--- config.mk ---
export PLATFORM = sky130hd
export DESIGN_NAME = smart_card_tx
export DESIGN_NICKNAME = d
export VERILOG_FILES = /design/src/verilog/sc_tx_pkg.sv /design/src/verilog/smart_card_tx.sv
export VERILOG_INCLUDE_DIRS = /design/src /design/src/verilog
export SDC_FILE = /design/constraint.sdc
export NUM_CORES = 1
export LEC_CHECK = 0
export BUFFER_PORTS_ARGS = -buffer_cell sky130_fd_sc_hd__buf_4
export CAP_MARGIN = 40
export CORE_MARGIN = 4
export CORE_UTILIZATION = 45
export CTS_CLUSTER_DIAMETER = 40
export DETAILED_ROUTE_END_ITERATION = 16
export MAX_ROUTING_LAYER = met4
export PLACE_DENSITY = 0.66
export SYNTH_ARGS = -nofsm -noshare
export SYNTH_HDL_FRONTEND = slang
export SYNTH_SLANG_ARGS = --single-unit
--- constraint.sdc ---
create_clock -name core_clk -period 3.7 [get_ports core_clk]
set_input_delay 0.555 -clock core_clk [delete_from_list [all_inputs] [get_ports core_clk]]
set_output_delay 0.555 -clock core_clk [all_outputs]
set_load 0.03 [all_outputs]
--- src/verilog/sc_tx_defs.svh ---
`ifndef SC_TX_DEFS_SVH
`define SC_TX_DEFS_SVH
// register byte offsets
`define OFF_ENABLE 8'h00
`define OFF_FORMAT 8'h04
`define OFF_THRESH 8'h08
`define OFF_GUARD 8'h0C
`define OFF_MASK 8'h10
`define OFF_STATUS 8'h14
`define OFF_TXDATA 8'h18
`define OFF_ETUDIV 8'h1C
// enable_reg fields
`define EN_TX_BIT 0
`define EN_PORT_BIT 1
// tx_threshold_reg fields
`define THR_LEVEL_LSB 0
`define THR_LIMIT_LSB 4
// status and mask bit positions
`define ST_THR_BIT 0
`define ST_ERR_BIT 1
`define ST_TC_BIT 2
`define ST_ETC_BIT 3
`define ST_EMPTY_BIT 4
`define ST_BLK_BIT 5
// reset values
`define MASK_RST 6'h3F
`define THRESH_RST 8'h00
`define GUARD_RST 8'h00
`define ETU_DIV_RST 16'h0174
// character shape
`define GUARD_ONE_STOP 8'hFF
`define DATA_BITS 4'h8
`define LAST_DATA_IDX 8'h07
`define FIFO_DEPTH 5'h10
`endif

--- src/verilog/sc_tx_pkg.sv ---
package sc_tx_pkg;
    // transmit sequencer states
    typedef enum logic [2:0] {
        ST_IDLE,
        ST_START,
        ST_DATA,
        ST_PARITY,
        ST_STOP
    } tx_state_t;
    // captured ahb address phase
    typedef struct packed {
        logic valid;
        logic write;
        logic [7:0] addr;
    } ahb_req_t;
    // sticky software-visible flags
    typedef struct packed {
        logic blk_end;
        logic early_done;
        logic done;
        logic retry_err;
        logic thr;
    } tx_flags_t;
endpackage

--- src/verilog/smart_card_tx.sv ---
// The AHB-Lite register port and the register addresses were decided locally.
`timescale 1ns/1ps
`include "sc_tx_defs.svh"

module smart_card_tx (
    // clock and reset
    input wire logic core_clk,
    input wire logic sys_rst,
    // ahb-lite slave
    input wire logic hsel,
    input wire logic [31:0] haddr,
    input wire logic [1:0] htrans,
    input wire logic hwrite,
    input wire logic [2:0] hsize,
    input wire logic [31:0] hwdata,
    input wire logic hready,
    output logic [31:0] hrdata,
    output logic hreadyout,
    output logic hresp,
    // card data line, open drain
    input wire logic card_data_in,
    output logic card_data_out,
    output logic card_data_oe_n,
    // from the receiver
    input wire logic rx_convention_valid,
    input wire logic rx_convention_inverse,
    input wire logic rx_block_last,
    // interrupt request
    output logic irq
);
    // bus state
    sc_tx_pkg::ahb_req_t req_reg;
    logic [31:0] rdata_reg;
    // software registers
    logic tx_en_reg;
    logic port_en_reg;
    logic ic_reg;
    logic [7:0] thresh_reg;
    logic [7:0] guard_reg;
    logic [5:0] mask_reg;
    logic [15:0] etu_div_reg;
    sc_tx_pkg::tx_flags_t flags_reg;
    // fifo
    logic [7:0] fifo_mem [0:15];
    logic [3:0] wr_ptr_reg;
    logic [3:0] rd_ptr_reg;
    logic [4:0] count_reg;
    // sequencer
    sc_tx_pkg::tx_state_t state_reg;
    logic [15:0] etu_cnt_reg;
    logic [7:0] bit_idx_reg;
    logic [7:0] char_reg;
    logic [3:0] nack_cnt_reg;
    logic nack_seen_reg;
    logic line_reg;
    logic tx_en_d_reg;
    // synchroniser on the card line
    logic din_meta_reg;
    logic din_sync_reg;
    // decoded strobes
    logic wr_phase;
    logic push;
    logic pop;
    logic flush;
    logic etu_tick;
    logic last_stop;
    logic err_set;
    logic nack_now;
    logic [3:0] level;
    logic [3:0] limit;
    logic [7:0] stop_last_idx;
    logic [5:0] st_clr;
    logic [5:0] st_vec;

    // register match on the captured address
    function automatic logic hit(input logic [7:0] a, input logic [7:0] off);
        hit = (a == off);
    endfunction

    // one bit of the serial character in the chosen convention
    function automatic logic char_bit(input logic [7:0] d, input logic [3:0] i,
                                      input logic inv);
        logic b;
        b = 1'b0;
        if (inv) begin
            b = ~d[3'h7 - i[2:0]];
        end else begin
            b = d[i[2:0]];
        end
        char_bit = b;
    endfunction

    assign level = thresh_reg[`THR_LEVEL_LSB +: 4];
    assign limit = thresh_reg[`THR_LIMIT_LSB +: 4];
    // always ready, always okay: zero wait states
    assign hreadyout = 1'b1;
    assign hresp = 1'b0;
    assign hrdata = rdata_reg;
    assign wr_phase = req_reg.valid && req_reg.write;

    // ahb address phase capture
    always_ff @(posedge core_clk or posedge sys_rst) begin
        if (sys_rst) begin
            req_reg <= '0;
        end else if (hready) begin
            req_reg.valid <= hsel && htrans[1];
            req_reg.write <= hwrite;
            req_reg.addr <= haddr[7:0];
        end
    end

    // status as software sees it; fifo-empty is a live level
    assign st_vec = {flags_reg.blk_end, (count_reg == 5'h00), flags_reg.early_done,
                     flags_reg.done, flags_reg.retry_err, flags_reg.thr};

    // read data sampled at the address phase, unmapped reads zero
    always_ff @(posedge core_clk or posedge sys_rst) begin
        if (sys_rst) begin
            rdata_reg <= 32'h0000_0000;
        end else if (hready && hsel && htrans[1] && !hwrite) begin
            unique case (haddr[7:0])
                `OFF_ENABLE: rdata_reg <= {30'h0, port_en_reg, tx_en_reg};
                `OFF_FORMAT: rdata_reg <= {31'h0, ic_reg};
                `OFF_THRESH: rdata_reg <= {24'h0, thresh_reg};
                `OFF_GUARD: rdata_reg <= {24'h0, guard_reg};
                `OFF_MASK: rdata_reg <= {26'h0, mask_reg};
                `OFF_STATUS: rdata_reg <= {26'h0, st_vec};
                `OFF_TXDATA: rdata_reg <= {27'h0, count_reg};
                `OFF_ETUDIV: rdata_reg <= {16'h0, etu_div_reg};
                default: rdata_reg <= 32'h0000_0000;
            endcase
        end
    end

    // plain control registers
    always_ff @(posedge core_clk or posedge sys_rst) begin
        if (sys_rst) begin
            tx_en_reg <= 1'b0;
            port_en_reg <= 1'b0;
            thresh_reg <= `THRESH_RST;
            guard_reg <= `GUARD_RST;
            mask_reg <= `MASK_RST;
            etu_div_reg <= `ETU_DIV_RST;
        end else if (wr_phase) begin
            if (hit(req_reg.addr, `OFF_ENABLE)) begin
                tx_en_reg <= hwdata[`EN_TX_BIT];
                port_en_reg <= hwdata[`EN_PORT_BIT];
            end
            if (hit(req_reg.addr, `OFF_THRESH)) begin
                thresh_reg <= hwdata[7:0];
            end
            if (hit(req_reg.addr, `OFF_GUARD)) begin
                guard_reg <= hwdata[7:0];
            end
            if (hit(req_reg.addr, `OFF_MASK)) begin
                mask_reg <= hwdata[5:0];
            end
            // zero would stretch the etu timer to 65536 cycles, so it is clamped to one
            if (hit(req_reg.addr, `OFF_ETUDIV)) begin
                etu_div_reg <= (hwdata[15:0] == 16'h0000) ? 16'h0001 : hwdata[15:0];
            end
        end
    end

    // convention bit: receiver update wins over a software write
    always_ff @(posedge core_clk or posedge sys_rst) begin
        if (sys_rst) begin
            ic_reg <= 1'b0;
        end else if (rx_convention_valid) begin
            ic_reg <= rx_convention_inverse;
        end else if (wr_phase && hit(req_reg.addr, `OFF_FORMAT)) begin
            ic_reg <= hwdata[0];
        end
    end

    // card line synchroniser, two flops before any use
    always_ff @(posedge core_clk or posedge sys_rst) begin
        if (sys_rst) begin
            din_meta_reg <= 1'b1;
            din_sync_reg <= 1'b1;
        end else begin
            din_meta_reg <= card_data_in;
            din_sync_reg <= din_meta_reg;
        end
    end

    // fifo strobes; full fifo silently drops a write
    assign push = wr_phase && hit(req_reg.addr, `OFF_TXDATA) &&
                  (count_reg != `FIFO_DEPTH);
    assign pop = (state_reg == sc_tx_pkg::ST_IDLE) && tx_en_reg &&
                 !flags_reg.retry_err && (count_reg != 5'h00);
    // flush on enable falling or on the retry error
    assign flush = (tx_en_d_reg && !tx_en_reg) || err_set;

    // fifo storage
    always_ff @(posedge core_clk) begin
        if (push) begin
            fifo_mem[wr_ptr_reg] <= hwdata[7:0];
        end
    end

    // fifo pointers and fill level
    always_ff @(posedge core_clk or posedge sys_rst) begin
        if (sys_rst) begin
            wr_ptr_reg <= 4'h0;
            rd_ptr_reg <= 4'h0;
            count_reg <= 5'h00;
        end else if (flush) begin
            // a write landing in the flush cycle is lost with the rest
            wr_ptr_reg <= 4'h0;
            rd_ptr_reg <= 4'h0;
            count_reg <= 5'h00;
        end else begin
            if (push) begin
                wr_ptr_reg <= wr_ptr_reg + 4'h1;
            end
            if (pop) begin
                rd_ptr_reg <= rd_ptr_reg + 4'h1;
            end
            if (push && !pop) begin
                count_reg <= count_reg + 5'h01;
            end else if (pop && !push) begin
                count_reg <= count_reg - 5'h01;
            end
        end
    end

    // etu timer; restarts with each character
    assign etu_tick = (state_reg != sc_tx_pkg::ST_IDLE) &&
                      (etu_cnt_reg == etu_div_reg - 16'h0001);
    // stop phase: two bits plus guard, or one bit for guard ff
    assign stop_last_idx = (guard_reg == `GUARD_ONE_STOP) ? 8'h00 :
                           guard_reg + 8'h01;
    assign last_stop = (state_reg == sc_tx_pkg::ST_STOP) && etu_tick &&
                       (bit_idx_reg == stop_last_idx);
    // sample the line at the end of the first stop etu
    assign nack_now = (state_reg == sc_tx_pkg::ST_STOP) && etu_tick &&
                      (bit_idx_reg == 8'h00) && !din_sync_reg &&
                      (limit != 4'h0);
    assign err_set = last_stop && nack_seen_reg &&
                     (nack_cnt_reg + 4'h1 >= limit);

    always_ff @(posedge core_clk or posedge sys_rst) begin
        if (sys_rst) begin
            tx_en_d_reg <= 1'b0;
        end else begin
            tx_en_d_reg <= tx_en_reg;
        end
    end

    // transmit sequencer
    always_ff @(posedge core_clk or posedge sys_rst) begin
        if (sys_rst) begin
            state_reg <= sc_tx_pkg::ST_IDLE;
            etu_cnt_reg <= 16'h0000;
            bit_idx_reg <= 8'h00;
            char_reg <= 8'h00;
            nack_cnt_reg <= 4'h0;
            nack_seen_reg <= 1'b0;
        end else if (!tx_en_reg) begin
            state_reg <= sc_tx_pkg::ST_IDLE;
            etu_cnt_reg <= 16'h0000;
            nack_cnt_reg <= 4'h0;
            nack_seen_reg <= 1'b0;
        end else begin
            etu_cnt_reg <= (etu_tick || state_reg == sc_tx_pkg::ST_IDLE) ? 16'h0000 :
                           etu_cnt_reg + 16'h0001;
            if (nack_now) begin
                nack_seen_reg <= 1'b1;
            end
            unique case (state_reg)
                sc_tx_pkg::ST_IDLE: begin
                    // start state follows the pop by one cycle, the start bit on the line by two
                    if (pop) begin
                        char_reg <= fifo_mem[rd_ptr_reg];
                        state_reg <= sc_tx_pkg::ST_START;
                    end
                end
                sc_tx_pkg::ST_START: begin
                    if (etu_tick) begin
                        bit_idx_reg <= 8'h00;
                        state_reg <= sc_tx_pkg::ST_DATA;
                    end
                end
                sc_tx_pkg::ST_DATA: begin
                    if (etu_tick) begin
                        bit_idx_reg <= bit_idx_reg + 8'h01;
                        if (bit_idx_reg == `LAST_DATA_IDX) begin
                            state_reg <= sc_tx_pkg::ST_PARITY;
                        end
                    end
                end
                sc_tx_pkg::ST_PARITY: begin
                    if (etu_tick) begin
                        bit_idx_reg <= 8'h00;
                        state_reg <= sc_tx_pkg::ST_STOP;
                    end
                end
                sc_tx_pkg::ST_STOP: begin
                    if (etu_tick) begin
                        bit_idx_reg <= bit_idx_reg + 8'h01;
                    end
                    if (last_stop) begin
                        nack_seen_reg <= 1'b0;
                        if (err_set) begin
                            // give up on this byte; no retry
                            nack_cnt_reg <= 4'h0;
                            state_reg <= sc_tx_pkg::ST_IDLE;
                        end else if (nack_seen_reg) begin
                            // same byte again, held in char_reg
                            nack_cnt_reg <= nack_cnt_reg + 4'h1;
                            state_reg <= sc_tx_pkg::ST_START;
                        end else begin
                            nack_cnt_reg <= 4'h0;
                            state_reg <= sc_tx_pkg::ST_IDLE;
                        end
                    end
                end
            endcase
        end
    end

    // serial line level; one is released
    always_ff @(posedge core_clk or posedge sys_rst) begin
        if (sys_rst) begin
            line_reg <= 1'b1;
        end else begin
            unique case (state_reg)
                sc_tx_pkg::ST_START: line_reg <= 1'b0;
                sc_tx_pkg::ST_DATA: line_reg <= char_bit(char_reg, bit_idx_reg[3:0], ic_reg);
                // even parity, inverted with the data in inverse mode
                sc_tx_pkg::ST_PARITY: line_reg <= (^char_reg) ^ ic_reg;
                default: line_reg <= 1'b1;
            endcase
        end
    end
    // open drain: only pull low, and only with the port enabled
    assign card_data_out = 1'b0;
    assign card_data_oe_n = line_reg || !port_en_reg;

    // write-one-to-clear strobes
    assign st_clr = (wr_phase && hit(req_reg.addr, `OFF_STATUS)) ? hwdata[5:0] : 6'h00;

    // sticky flags; a set in the clear cycle wins
    always_ff @(posedge core_clk or posedge sys_rst) begin
        if (sys_rst) begin
            flags_reg <= '0;
        end else begin
            if (count_reg[3:0] <= level && !count_reg[4]) begin
                flags_reg.thr <= 1'b1;
            end else if (st_clr[`ST_THR_BIT]) begin
                flags_reg.thr <= 1'b0;
            end
            if (err_set) begin
                flags_reg.retry_err <= 1'b1;
            end else if (st_clr[`ST_ERR_BIT]) begin
                flags_reg.retry_err <= 1'b0;
            end
            if (err_set || (last_stop && !nack_seen_reg && count_reg == 5'h00)) begin
                flags_reg.done <= 1'b1;
            end else if (st_clr[`ST_TC_BIT]) begin
                flags_reg.done <= 1'b0;
            end
            // early completion once the last byte reaches its stop bits
            if (err_set || (state_reg == sc_tx_pkg::ST_PARITY && etu_tick &&
                            count_reg == 5'h00)) begin
                flags_reg.early_done <= 1'b1;
            end else if (st_clr[`ST_ETC_BIT]) begin
                flags_reg.early_done <= 1'b0;
            end
            if (rx_block_last) begin
                flags_reg.blk_end <= 1'b1;
            end else if (st_clr[`ST_BLK_BIT]) begin
                flags_reg.blk_end <= 1'b0;
            end
        end
    end

    // interrupt: any flag whose mask bit is clear
    always_ff @(posedge core_clk or posedge sys_rst) begin
        if (sys_rst) begin
            irq <= 1'b0;
        end else begin
            irq <= |(st_vec & ~mask_reg);
        end
    end
endmodule // smart_card_tx

==> impl_metrics.yaml, run 1 <==
outcome:
  outcome: "finished, final reports clean"
clocking:
  cts_resized: 0
  cts_made_buffers: 37
  root_buffer: "clkbuf_16"
  clk_latency_ns: 0.51
  ctsHoldBuffers: 1
  tritoncts: "yes"
  post_cts_buffers: 0
  cts_max_path_buffers: 3
  h-tree-depth: 2
  cts.sinks: 258
  cts.clk_slew.worst_paths_ns: 0.05
yosys:
  syn_avg_cell_area_um2: 13.1
  async_reset_ff_share_pct: 50.4
  syn_inst: 972
  synth_area_um2: 12700
  synth_top_cell_area_share_pct: 30.3
  synth_area_leader_cell: "edfxtp_1"
  netlist-cell-type-count: 80
  yosysSeqAreaShare_pct: 56.1
  synth-edff-count: 128
  yosys_register_bits: 258
  synthTopCellsByArea: "edfxtp_1 30%, dfrtp_1 23%, mux4_2 8.3%"
  yosys_warnings: 0
  ys.flop_type: "edfxtp_1"
sta:
  setup_viol: 0
  hold_viol: 0
  fmax_mhz: 308
  relSlewSlack_pct: 41.8
  rsz0062_at_grt: "false"
  period_minus_slack_ns: 3.25
  fin_tns_setup_ns: 0
  slew_violations: 0
  fin_crit_sh_pct: 87.8
  fin_skew_ns: 0.0215
  worstMarginPinSlew_ns: 0.870
setup_path:
  arrival_ns: 3.63
  worstPathRequired_ns: 4.08
  critPathMaxStageDelay_ns: 0.52
  worst-setup-path-type: "flop to flop"
  path_max_fanout: 16
  critPathSlowestCell: "and4_1"
  start_kind: "flop"
  cp.buffers_inverters: 2
  critPathTopFamily: "simple AND/OR/NAND/NOR gates"
  crit_path_cell_trace: "inv_1, ha_1, nor3b_1, and3_1, o211ai_1, nor3_1, and4_1, or2_1, buf_4, nor2_1"
  end_kind: "flop"
pwr:
  powerDensity_nw_per_um2: 483
  leakage_nw: 5.71
  ir_drop_mv: 0.332
  finalPower_w: 0.00712
global_route:
  grt_pass1_wl_um: 45400
  grt_pass1_vias: 7990
  grt_max_degree: 50
  gr-usage-all-layers_pct: 19.3
  antenna_found_initial: 0
  grt_overflow: 0
final_layout:
  diodes: 0
  final_common_cell: "edfxtp_1"
  layout-drive-gt1-share_pct: 25.0
  layout_common_cells: "128 x edfxtp_1, 115 x dfrtp_1, 84 x nand2_1"
  fill_cells: 2350
  nets: 1134
  area_growth_syn_to_layout_pct: 16.0
  largest_reg_flops: 128
  top_register: "fifo_mem"
floorplan:
  placementRows: 61
  chipHeight_um: 176
  coreArea_um2: 27800
  dieArea_um2: 30900
  die_w_um: 176
  pin_count: 115
  initial_core_util_pct: 45.7
drt:
  drt-initial-drc-count: 616
  top_layer: "met4"
  drt-wirelength-per-cell_um: 19.6
  drt_wl_total_um: 28200
  first_pass_iters: 5
  met2WireLength_um: 13400
  post-route-drc-count: 0
  wl_met3_um: 1770
  drt-vias-per-instance: 5.53
  vias: 7953
  final_antenna_net_count: 0
  wl_met1_um: 12200
place:
  hpwlAfterDp_um: 19100
  gp_congestion: 0.865
  port_buffers: 51
min_path:
  hp-class: "input port to flop"
run:
  max_cap_viol_count: 0
[layer usage]
metal / up-vias / track usage [%]
met3: 66 / 3.90
met4: 0 / 6.17
li1: 3695 / -
met1: 3992 / 26.4
met5: - / -
met2: 200 / 29.2
[final timing paths]
check	start	end	slack, ns	cells past startpoint
max reg2reg	etu_div_reg[0]$_DFFE_PP0P_	etu_cnt_reg[6]$_DFF_PP0_	0.45	10
max in group asynchronous	sys_rst	line_reg$_DFF_PP1_	2.29	5
min in group asynchronous	sys_rst	wr_ptr_reg[2]$_DFFE_PP0P_	0.54	3
min	card_data_in	din_meta_reg$_DFF_PP1_	0.15	1
min reg2reg	din_meta_reg$_DFF_PP1_	din_sync_reg$_DFF_PP1_	0.35	0
max	etu_div_reg[0]$_DFFE_PP0P_	etu_cnt_reg[6]$_DFF_PP0_	0.45	10
[stage by stage]
step / worst slack [ns] / utilization [%] / std cells / cell area (um^2) / hold slack (ns)
after floorplan: 0.786 / - / 989 / 12800 / 0.345
after global placement: 0.528 / 48.2 / 1369 / 13400 / 0.347
after detailed placement: 0.468 / 48.3 / 1371 / 13400 / 0.347
after CTS: 0.448 / 53.0 / 1439 / 14700 / 0.129
after global routing: 0.164 / 53.0 / 1439 / 14700 / 0.136
final: 0.450 / 53.0 / 1439 / 14700 / 0.153
[cells by family (layout without fill, tap and decap cells)]
logic type	count (synthesis)	after routing	synth area share (%)
AOI/OAI and AO/OA	126	126	7.10
xor gates and xnor gates	69	69	4.76
adders and majority gates	23	23	2.33
buffers and inverters	102	174	4.06
DFF	258	258	56.1
muxes	100	100	13.0
other	2	19	0.0592
and+or+nand+nor	292	292	12.7
[Yosys cell counts (8+ instances only)]
cell type / n
nor2_1: 45
nand4_1: 14
o21ai_0: 26
and3_1: 16
buf_4: 21
mux4_2: 47
nor2_4: 8
nand3_1: 21
clkbuf_1: 28
nand2b_1: 10
a21o_1: 11
and2_1: 14
nor3_1: 14
a22o_1: 8
dfrtp_1: 116
nand2_1: 84
dfstp_2: 14
ha_1: 22
nor4_1: 11
inv_1: 35
xor2_1: 29
edfxtp_1: 128
nor2b_1: 12
xnor2_1: 40
mux2i_1: 9
a21oi_1: 16
mux2_2: 44
[report_power, final]
| group | total, W | internal, W | leakage (nW) | switching (W) |
|---|---|---|---|---|
| Clock | 0.00366 | 0.00236 | 0.628 | 0.00130 |
| Sequential | 0.00312 | 0.00307 | 2.79 | 0.0000544 |
| Combinational | 0.000337 | 0.000131 | 2.30 | 0.000205 |
| Total | 0.00712 | 0.00556 | 5.71 | 0.00156 |
[final cells by class]
class / count / area [um^2] / share of cell area [%]
clock buffer: 46 / 1000 / 6.80
inverter: 35 / 135 / 0.918
clock inverter: 21 / 302 / 2.05
timing repair buffer: 72 / 568 / 3.86
sequential: 258 / 7120 / 48.3
multi-input combinational: 629 / 5130 / 34.8
tap: 378 / 473 / 3.21
(Power assumes the default switching activity.)
==> inputs of run 2 (changes only) <==
PLACE_DENSITY = default   (was 0.66)
clock period = 3.61 ns   (was 3.7 ns; I/O delays follow)
==> impl_metrics.yaml, run 2 (synthesis gave the netlist of run 1 again) <==
clocking:
  cts_max_path_buffers: 3
  cts_made_buffers: 40
  post_cts_buffers: 0
  root_buffer: "clkbuf_16"
  cts.sinks: 258
  cts_resized: 0
  cts.clk_slew.worst_paths_ns: 0.05
  ctsHoldBuffers: 0
  h-tree-depth: 2
  tritoncts: "yes"
  clk_latency_ns: 0.53
floorplan:
  die_w_um: 176
  chipHeight_um: 176
  coreArea_um2: 27800
  pin_count: 115
  dieArea_um2: 30900
  placementRows: 61
  initial_core_util_pct: 45.7
global_route:
  grt_max_degree: 36
  grt_overflow: 0
  grt_pass1_vias: 7968
  grt_util_met3_pct: 3.51
  grt_pass1_wl_um: 45900
  gr-usage-met1_pct: 28.2
  top_usage_layer: "met2"
  use_met2_pct: 28.6
  gr-usage-all-layers_pct: 19.5
  antenna_found_initial: 0
run:
  max_cap_viol_count: 0
sta:
  setup_viol: 0
  period_minus_slack_ns: 3.22
  rsz0062_at_grt: "false"
  fin_crit_sh_pct: 89.2
  slew_violations: 0
  hold_viol: 0
  fin_tns_setup_ns: 0
  relSlewSlack_pct: 48.2
  fmax_mhz: 310
  fin_skew_ns: 0.0224
  worstMarginPinSlew_ns: 0.775
setup_path:
  start_kind: "flop"
  worstPathRequired_ns: 4.02
  r2r-start: "etu_div_reg[1]$_DFFE_PP0P_"
  rrSetupSlack_ns: 0.39
  timing.rr.end: "bit_idx_reg[6]$_DFFE_PP0P_"
  r2r_cells: 10
  path_max_fanout: 7
  end_kind: "flop"
  worst-setup-path-type: "flop to flop"
  arrival_ns: 3.63
place:
  hpwlAfterDp_um: 19700
  placed_area_um2: 13500
  port_buffers: 51
  gp_congestion: 0.848
final_layout:
  layout_common_cells: "128 x edfxtp_1, 115 x dfrtp_1, 84 x nand2_1"
  fill_cells: 2422
  post-route-util_pct: 53.5
  final_common_cell: "edfxtp_1"
  final_area_um2: 14900
  diodes: 0
  ff_latch_area_um2: 7120
  nets: 1142
  largest_reg_flops: 128
  multiInputGateArea_um2: 5130
  area_growth_syn_to_layout_pct: 17.0
  layout-drive-gt1-share_pct: 26.1
  top_register: "fifo_mem"
drt:
  first_pass_iters: 5
  post-route-drc-count: 0
  drt-initial-drc-count: 539
  drt_wl_total_um: 29000
  final_antenna_net_count: 0
  drt-wirelength-per-cell_um: 20.0
  drt-vias-per-instance: 5.51
  vias: 7984
min_path:
  hp-class: "input port to flop"
  min_to: "din_meta_reg$_DFF_PP1_"
  hold_depth: 1
  worstHoldStart: "card_data_in"
pwr:
  ir_drop_mv: 0.355
  powerDensity_nw_per_um2: 505
  finalPower_w: 0.00750
  leakage_nw: 5.80
outcome:
  outcome: "finished, final reports clean"
[run 2: worst max-delay path, stage by stage, from the launching register on]
cell and delay, ns:
dfrtp_1 0.47, inv_1 0.09, ha_1 0.22, nor3b_1 0.51, and3_1 0.28, o211ai_1 0.14, nor3_1 0.24, and4_1 0.53
nand2_1 0.17, nor2_2 0.28, o21ba_1 0.19
[run 2: report_power, final]
part	leakage (nW)	internal (W)	switching, W
sequential	2.79	0.00314	0.0000558
combinational	2.33	0.000136	0.000215
clock	0.683	0.00252	0.00143
total	5.80	0.00580	0.00170
[run 2: area by class of cell]
type | instances | area share [%]
clock buffers | 43 | 6.88
clock inverters | 30 | 2.52
inverters | 35 | 0.910
multi-input cells | 629 | 34.5
flip-flops and latches | 258 | 47.9
well taps | 378 | 3.18
repair buffers | 77 | 4.06
[run 2: per-stage QoR]
stage	hold WS [ns]	setup WS [ns]	cells
after floorplan	0.345	0.696	989
after global placement	0.346	0.447	1377
after detailed placement	0.349	0.425	1377
after CTS	0.107	0.400	1450
after global routing	0.113	0.0794	1450
final	0.124	0.389	1450
[run 2: worst max-delay path by stage]
stage                                     from                         end  depth (start not counted)
global route        etu_div_reg[1]$_DFFE_PP0P_  bit_idx_reg[6]$_DFFE_PP0P_                         10
finish              etu_div_reg[1]$_DFFE_PP0P_  bit_idx_reg[6]$_DFFE_PP0P_                         10
global placement    etu_div_reg[1]$_DFFE_PP0P_  bit_idx_reg[6]$_DFFE_PP0P_                         10
CTS                 etu_div_reg[1]$_DFFE_PP0P_  bit_idx_reg[6]$_DFFE_PP0P_                         10
floorplan               req_reg[0]$_DFFE_PP0P_    count_reg[4]$_DFFE_PP0P_                         11
detailed placement  etu_div_reg[1]$_DFFE_PP0P_  bit_idx_reg[6]$_DFFE_PP0P_                         10
[run 2: per-layer routing]
layer | vias to the layer above | part of all wire, %
met5 | - | 0
met4 | 0 | 1.7
met3 | 39 | 5.0
met2 | 205 | 46
met1 | 4022 | 47
li1 | 3718 | -
==> inputs of run 3 (changes only) <==
ABC_AREA = 1   (was default)
ABC_CLOCK_PERIOD_IN_PS = 3610   (was default)
==> impl_metrics.yaml, run 3 <==
clocking:
  clk_latency_ns: 0.53
  post_cts_buffers: 0
  root_buffer: "clkbuf_16"
  ctsHoldBuffers: 0
  h-tree-depth: 2
  cts.clk_slew.worst_paths_ns: 0.06
  cts_max_path_buffers: 3
  cts.sinks: 258
  cts_resized: 0
  tritoncts: "yes"
  cts_made_buffers: 39
yosys:
  synth_area_um2: 12900
  synth_top_cell_area_share_pct: 29.7
  synth_xor_area_share_pct: 2.90
  netlist-cell-type-count: 57
  synth-edff-count: 128
  synth_mux_area_share_pct: 0.252
  synthTopCellsByArea: "edfxtp_1 30%, dfrtp_1 22%, nand2_1 8.0%"
  synthAdderAreaFrac_pct: 2.28
  synth-simple-area-share_pct: 20.8
  yosysSeqAreaShare_pct: 55.0
  yosys_warnings: 0
  synth_compound_area_share_pct: 12.1
  ys.flop_type: "edfxtp_1"
  syn_inst: 1421
  synth_area_leader_cell: "edfxtp_1"
  async_reset_ff_share_pct: 50.4
  syn_avg_cell_area_um2: 9.10
  synth_most_common_cell: "nand2_1"
  yosys_register_bits: 258
  ys_top_cells_by_count: "276 x nand2_1, 187 x nor2_1, 154 x o21ai_0, 128 x edfxtp_1, 128 x inv_1"
  synth_top_family_by_area: "simple AND/OR/NAND/NOR gates"
pwr:
  combPwrFrac_pct: 13.1
  leakage_nw: 6.38
  power.internal_w: 0.00608
  powerDensity_nw_per_um2: 556
  seq_power_share_pct: 39.7
  ir_drop_mv: 0.373
  pwr-share-clk_pct: 47.3
  swShare_pct: 27.4
  netSwitchingPower_w: 0.00230
min_path:
  hold_depth: 1
  hp-class: "input port to flop"
  worstHoldStart: "card_data_in"
  min_to: "din_meta_reg$_DFF_PP1_"
global_route:
  grt_pass1_vias: 9576
  grt_pass1_wl_um: 52800
  antenna_found_initial: 0
  grt_overflow: 0
  gr-usage-all-layers_pct: 22.0
  grt_max_degree: 131
sta:
  fin_tns_setup_ns: 0
  relSlewSlack_pct: 40.1
  period_minus_slack_ns: 2.98
  fmax_mhz: 336
  worstMarginPinSlew_ns: 0.895
  setup_viol: 0
  fin_crit_sh_pct: 82.5
  hold_viol: 0
  fin_skew_ns: 0.0226
  rsz0062_at_grt: "false"
  slew_violations: 0
setup_path:
  startpoint: "count_reg[1]$_DFFE_PP0P_"
  r2r_cells: 13
  path_max_fanout: 5
  critPathMaxStageDelay_ns: 0.51
  cp.buffers_inverters: 2
  arrival_ns: 3.38
  crit_path_cell_trace: "nor4_1, nand2_1, inv_1, nor3_2, nor2_1, inv_1, ha_1, nand2_1, o21ai_0, xor2_1, o21ai_0, a21oi_1, nor2_1"
  rrSetupSlack_ns: 0.63
  timing.rr.end: "count_reg[4]$_DFFE_PP0P_"
  r2r-start: "count_reg[1]$_DFFE_PP0P_"
  end_kind: "flop"
  worstPathRequired_ns: 4.01
  start_kind: "flop"
  critPathTopFamily: "simple AND/OR/NAND/NOR gates"
  worst-setup-path-type: "flop to flop"
  critPathSlowestCell: "nor4_1"
drt:
  drt-wirelength-per-cell_um: 17.6
  drt-vias-per-instance: 5.29
  vias: 9996
  drt-initial-drc-count: 721
  post-route-drc-count: 0
  first_pass_iters: 5
  final_antenna_net_count: 0
  drt_wl_total_um: 33300
final_layout:
  nets: 1583
  final_area_um2: 15100
  layout_common_cells: "276 x nand2_1, 187 x nor2_1, 154 x o21ai_0"
  final_common_cell: "nand2_1"
  diodes: 0
  layout-drive-gt1-share_pct: 12.8
  largest_reg_flops: 128
  area_growth_syn_to_layout_pct: 16.5
  top_register: "fifo_mem"
place:
  port_buffers: 51
  gp_congestion: 0.922
  hpwlAfterDp_um: 23100
  placed_area_um2: 13700
run:
  max_cap_viol_count: 0
outcome:
  outcome: "finished, final reports clean"
floorplan:
  die_w_um: 178
  pin_count: 115
  chipHeight_um: 178
  dieArea_um2: 31500
  coreArea_um2: 28100
  placementRows: 61
  initial_core_util_pct: 46.0
run 3: cell types whose count changed after synthesis, moves of 15 or more:
cell | previous run | this run
o221ai_1 | 0 | 22
mux4_2 | 47 | 0
and3_1 | 16 | 1
o22ai_1 | 2 | 22
inv_1 | 35 | 128
nor2_1 | 45 | 187
xnor2_1 | 40 | 17
o21ai_0 | 26 | 154
mux2_2 | 44 | 2
nand3_1 | 21 | 58
nand2_1 | 84 | 276
run 3: cell families (layout without fill, tap and decap cells):
group,after synthesis,after routing
XOR/XNOR,42,42
flip-flops,258,258
AO/OA/AOI/OAI,269,269
adder cells (fa/ha/maj),23,23
buffers and inverters,205,279
AND/OR/NAND/NOR,619,619
other,2,19
multiplexers,3,3
run 3: final cells by class:
class / instances / area, um^2
clock buffer: 42 / 987
clock inverter: 29 / 393
tap: 378 / 473
multi-input combinational: 975 / 5030
sequential: 258 / 7120
inverter: 140 / 529
timing repair buffer: 68 / 536
fill: 2608 / 13000
run 3: power by group through the flow:
stage	sequential (W)	combinational [W]	clock, W
after detailed placement	0.00337	0.00110	0
final	0.00332	0.00109	0.00396
after global routing	0.00334	0.00124	0.00417
after floorplan	0.00336	0.000774	0
after CTS	0.00332	0.00110	0.00403
after global placement	0.00337	0.00108	0
run 3: worst max path at each step:
stage,to,slack [ns],cells after the start
detailed placement,wr_ptr_reg[0]$_DFFE_PP0P_,0.74,15
global placement,wr_ptr_reg[0]$_DFFE_PP0P_,0.78,16
finish,count_reg[4]$_DFFE_PP0P_,0.63,13
floorplan,count_reg[4]$_DFFE_PP0P_,1.11,11
CTS,count_reg[4]$_DFFE_PP0P_,0.73,13
global route,count_reg[4]$_DFFE_PP0P_,0.38,13
run 3: worst register-to-register path: cells and delay by family, from the launching register on:
family	cells	cell delay, ns
and+or+nand+nor	6	1.08
AOI/OAI and AO/OA	3	0.45
DFF	1	0.43
adders and majority gates	1	0.36
buffers and inverters	2	0.32
xor gates and xnor gates	1	0.22
run 3: through the flow:
step | utilization (%) | instances | total power, W | worst slack (ns) | hold WS, ns
finish | 53.6 | 1890 | 0.00838 | 0.633 | 0.131
global route | 53.6 | 1890 | 0.00875 | 0.383 | 0.120
CTS | 53.6 | 1890 | 0.00846 | 0.728 | 0.114
detailed placement | 48.7 | 1819 | 0.00447 | 0.736 | 0.347
global placement | 48.7 | 1818 | 0.00445 | 0.778 | 0.347
floorplan | - | 1438 | 0.00413 | 1.11 | 0.345
run 3: layer usage:
metal / global-route usage, % / wire, um
met2: 36.3 / 16300
met1: 28.3 / 14700
met5: - / 0
met3: 3.45 / 1450
met4: 6.38 / 841
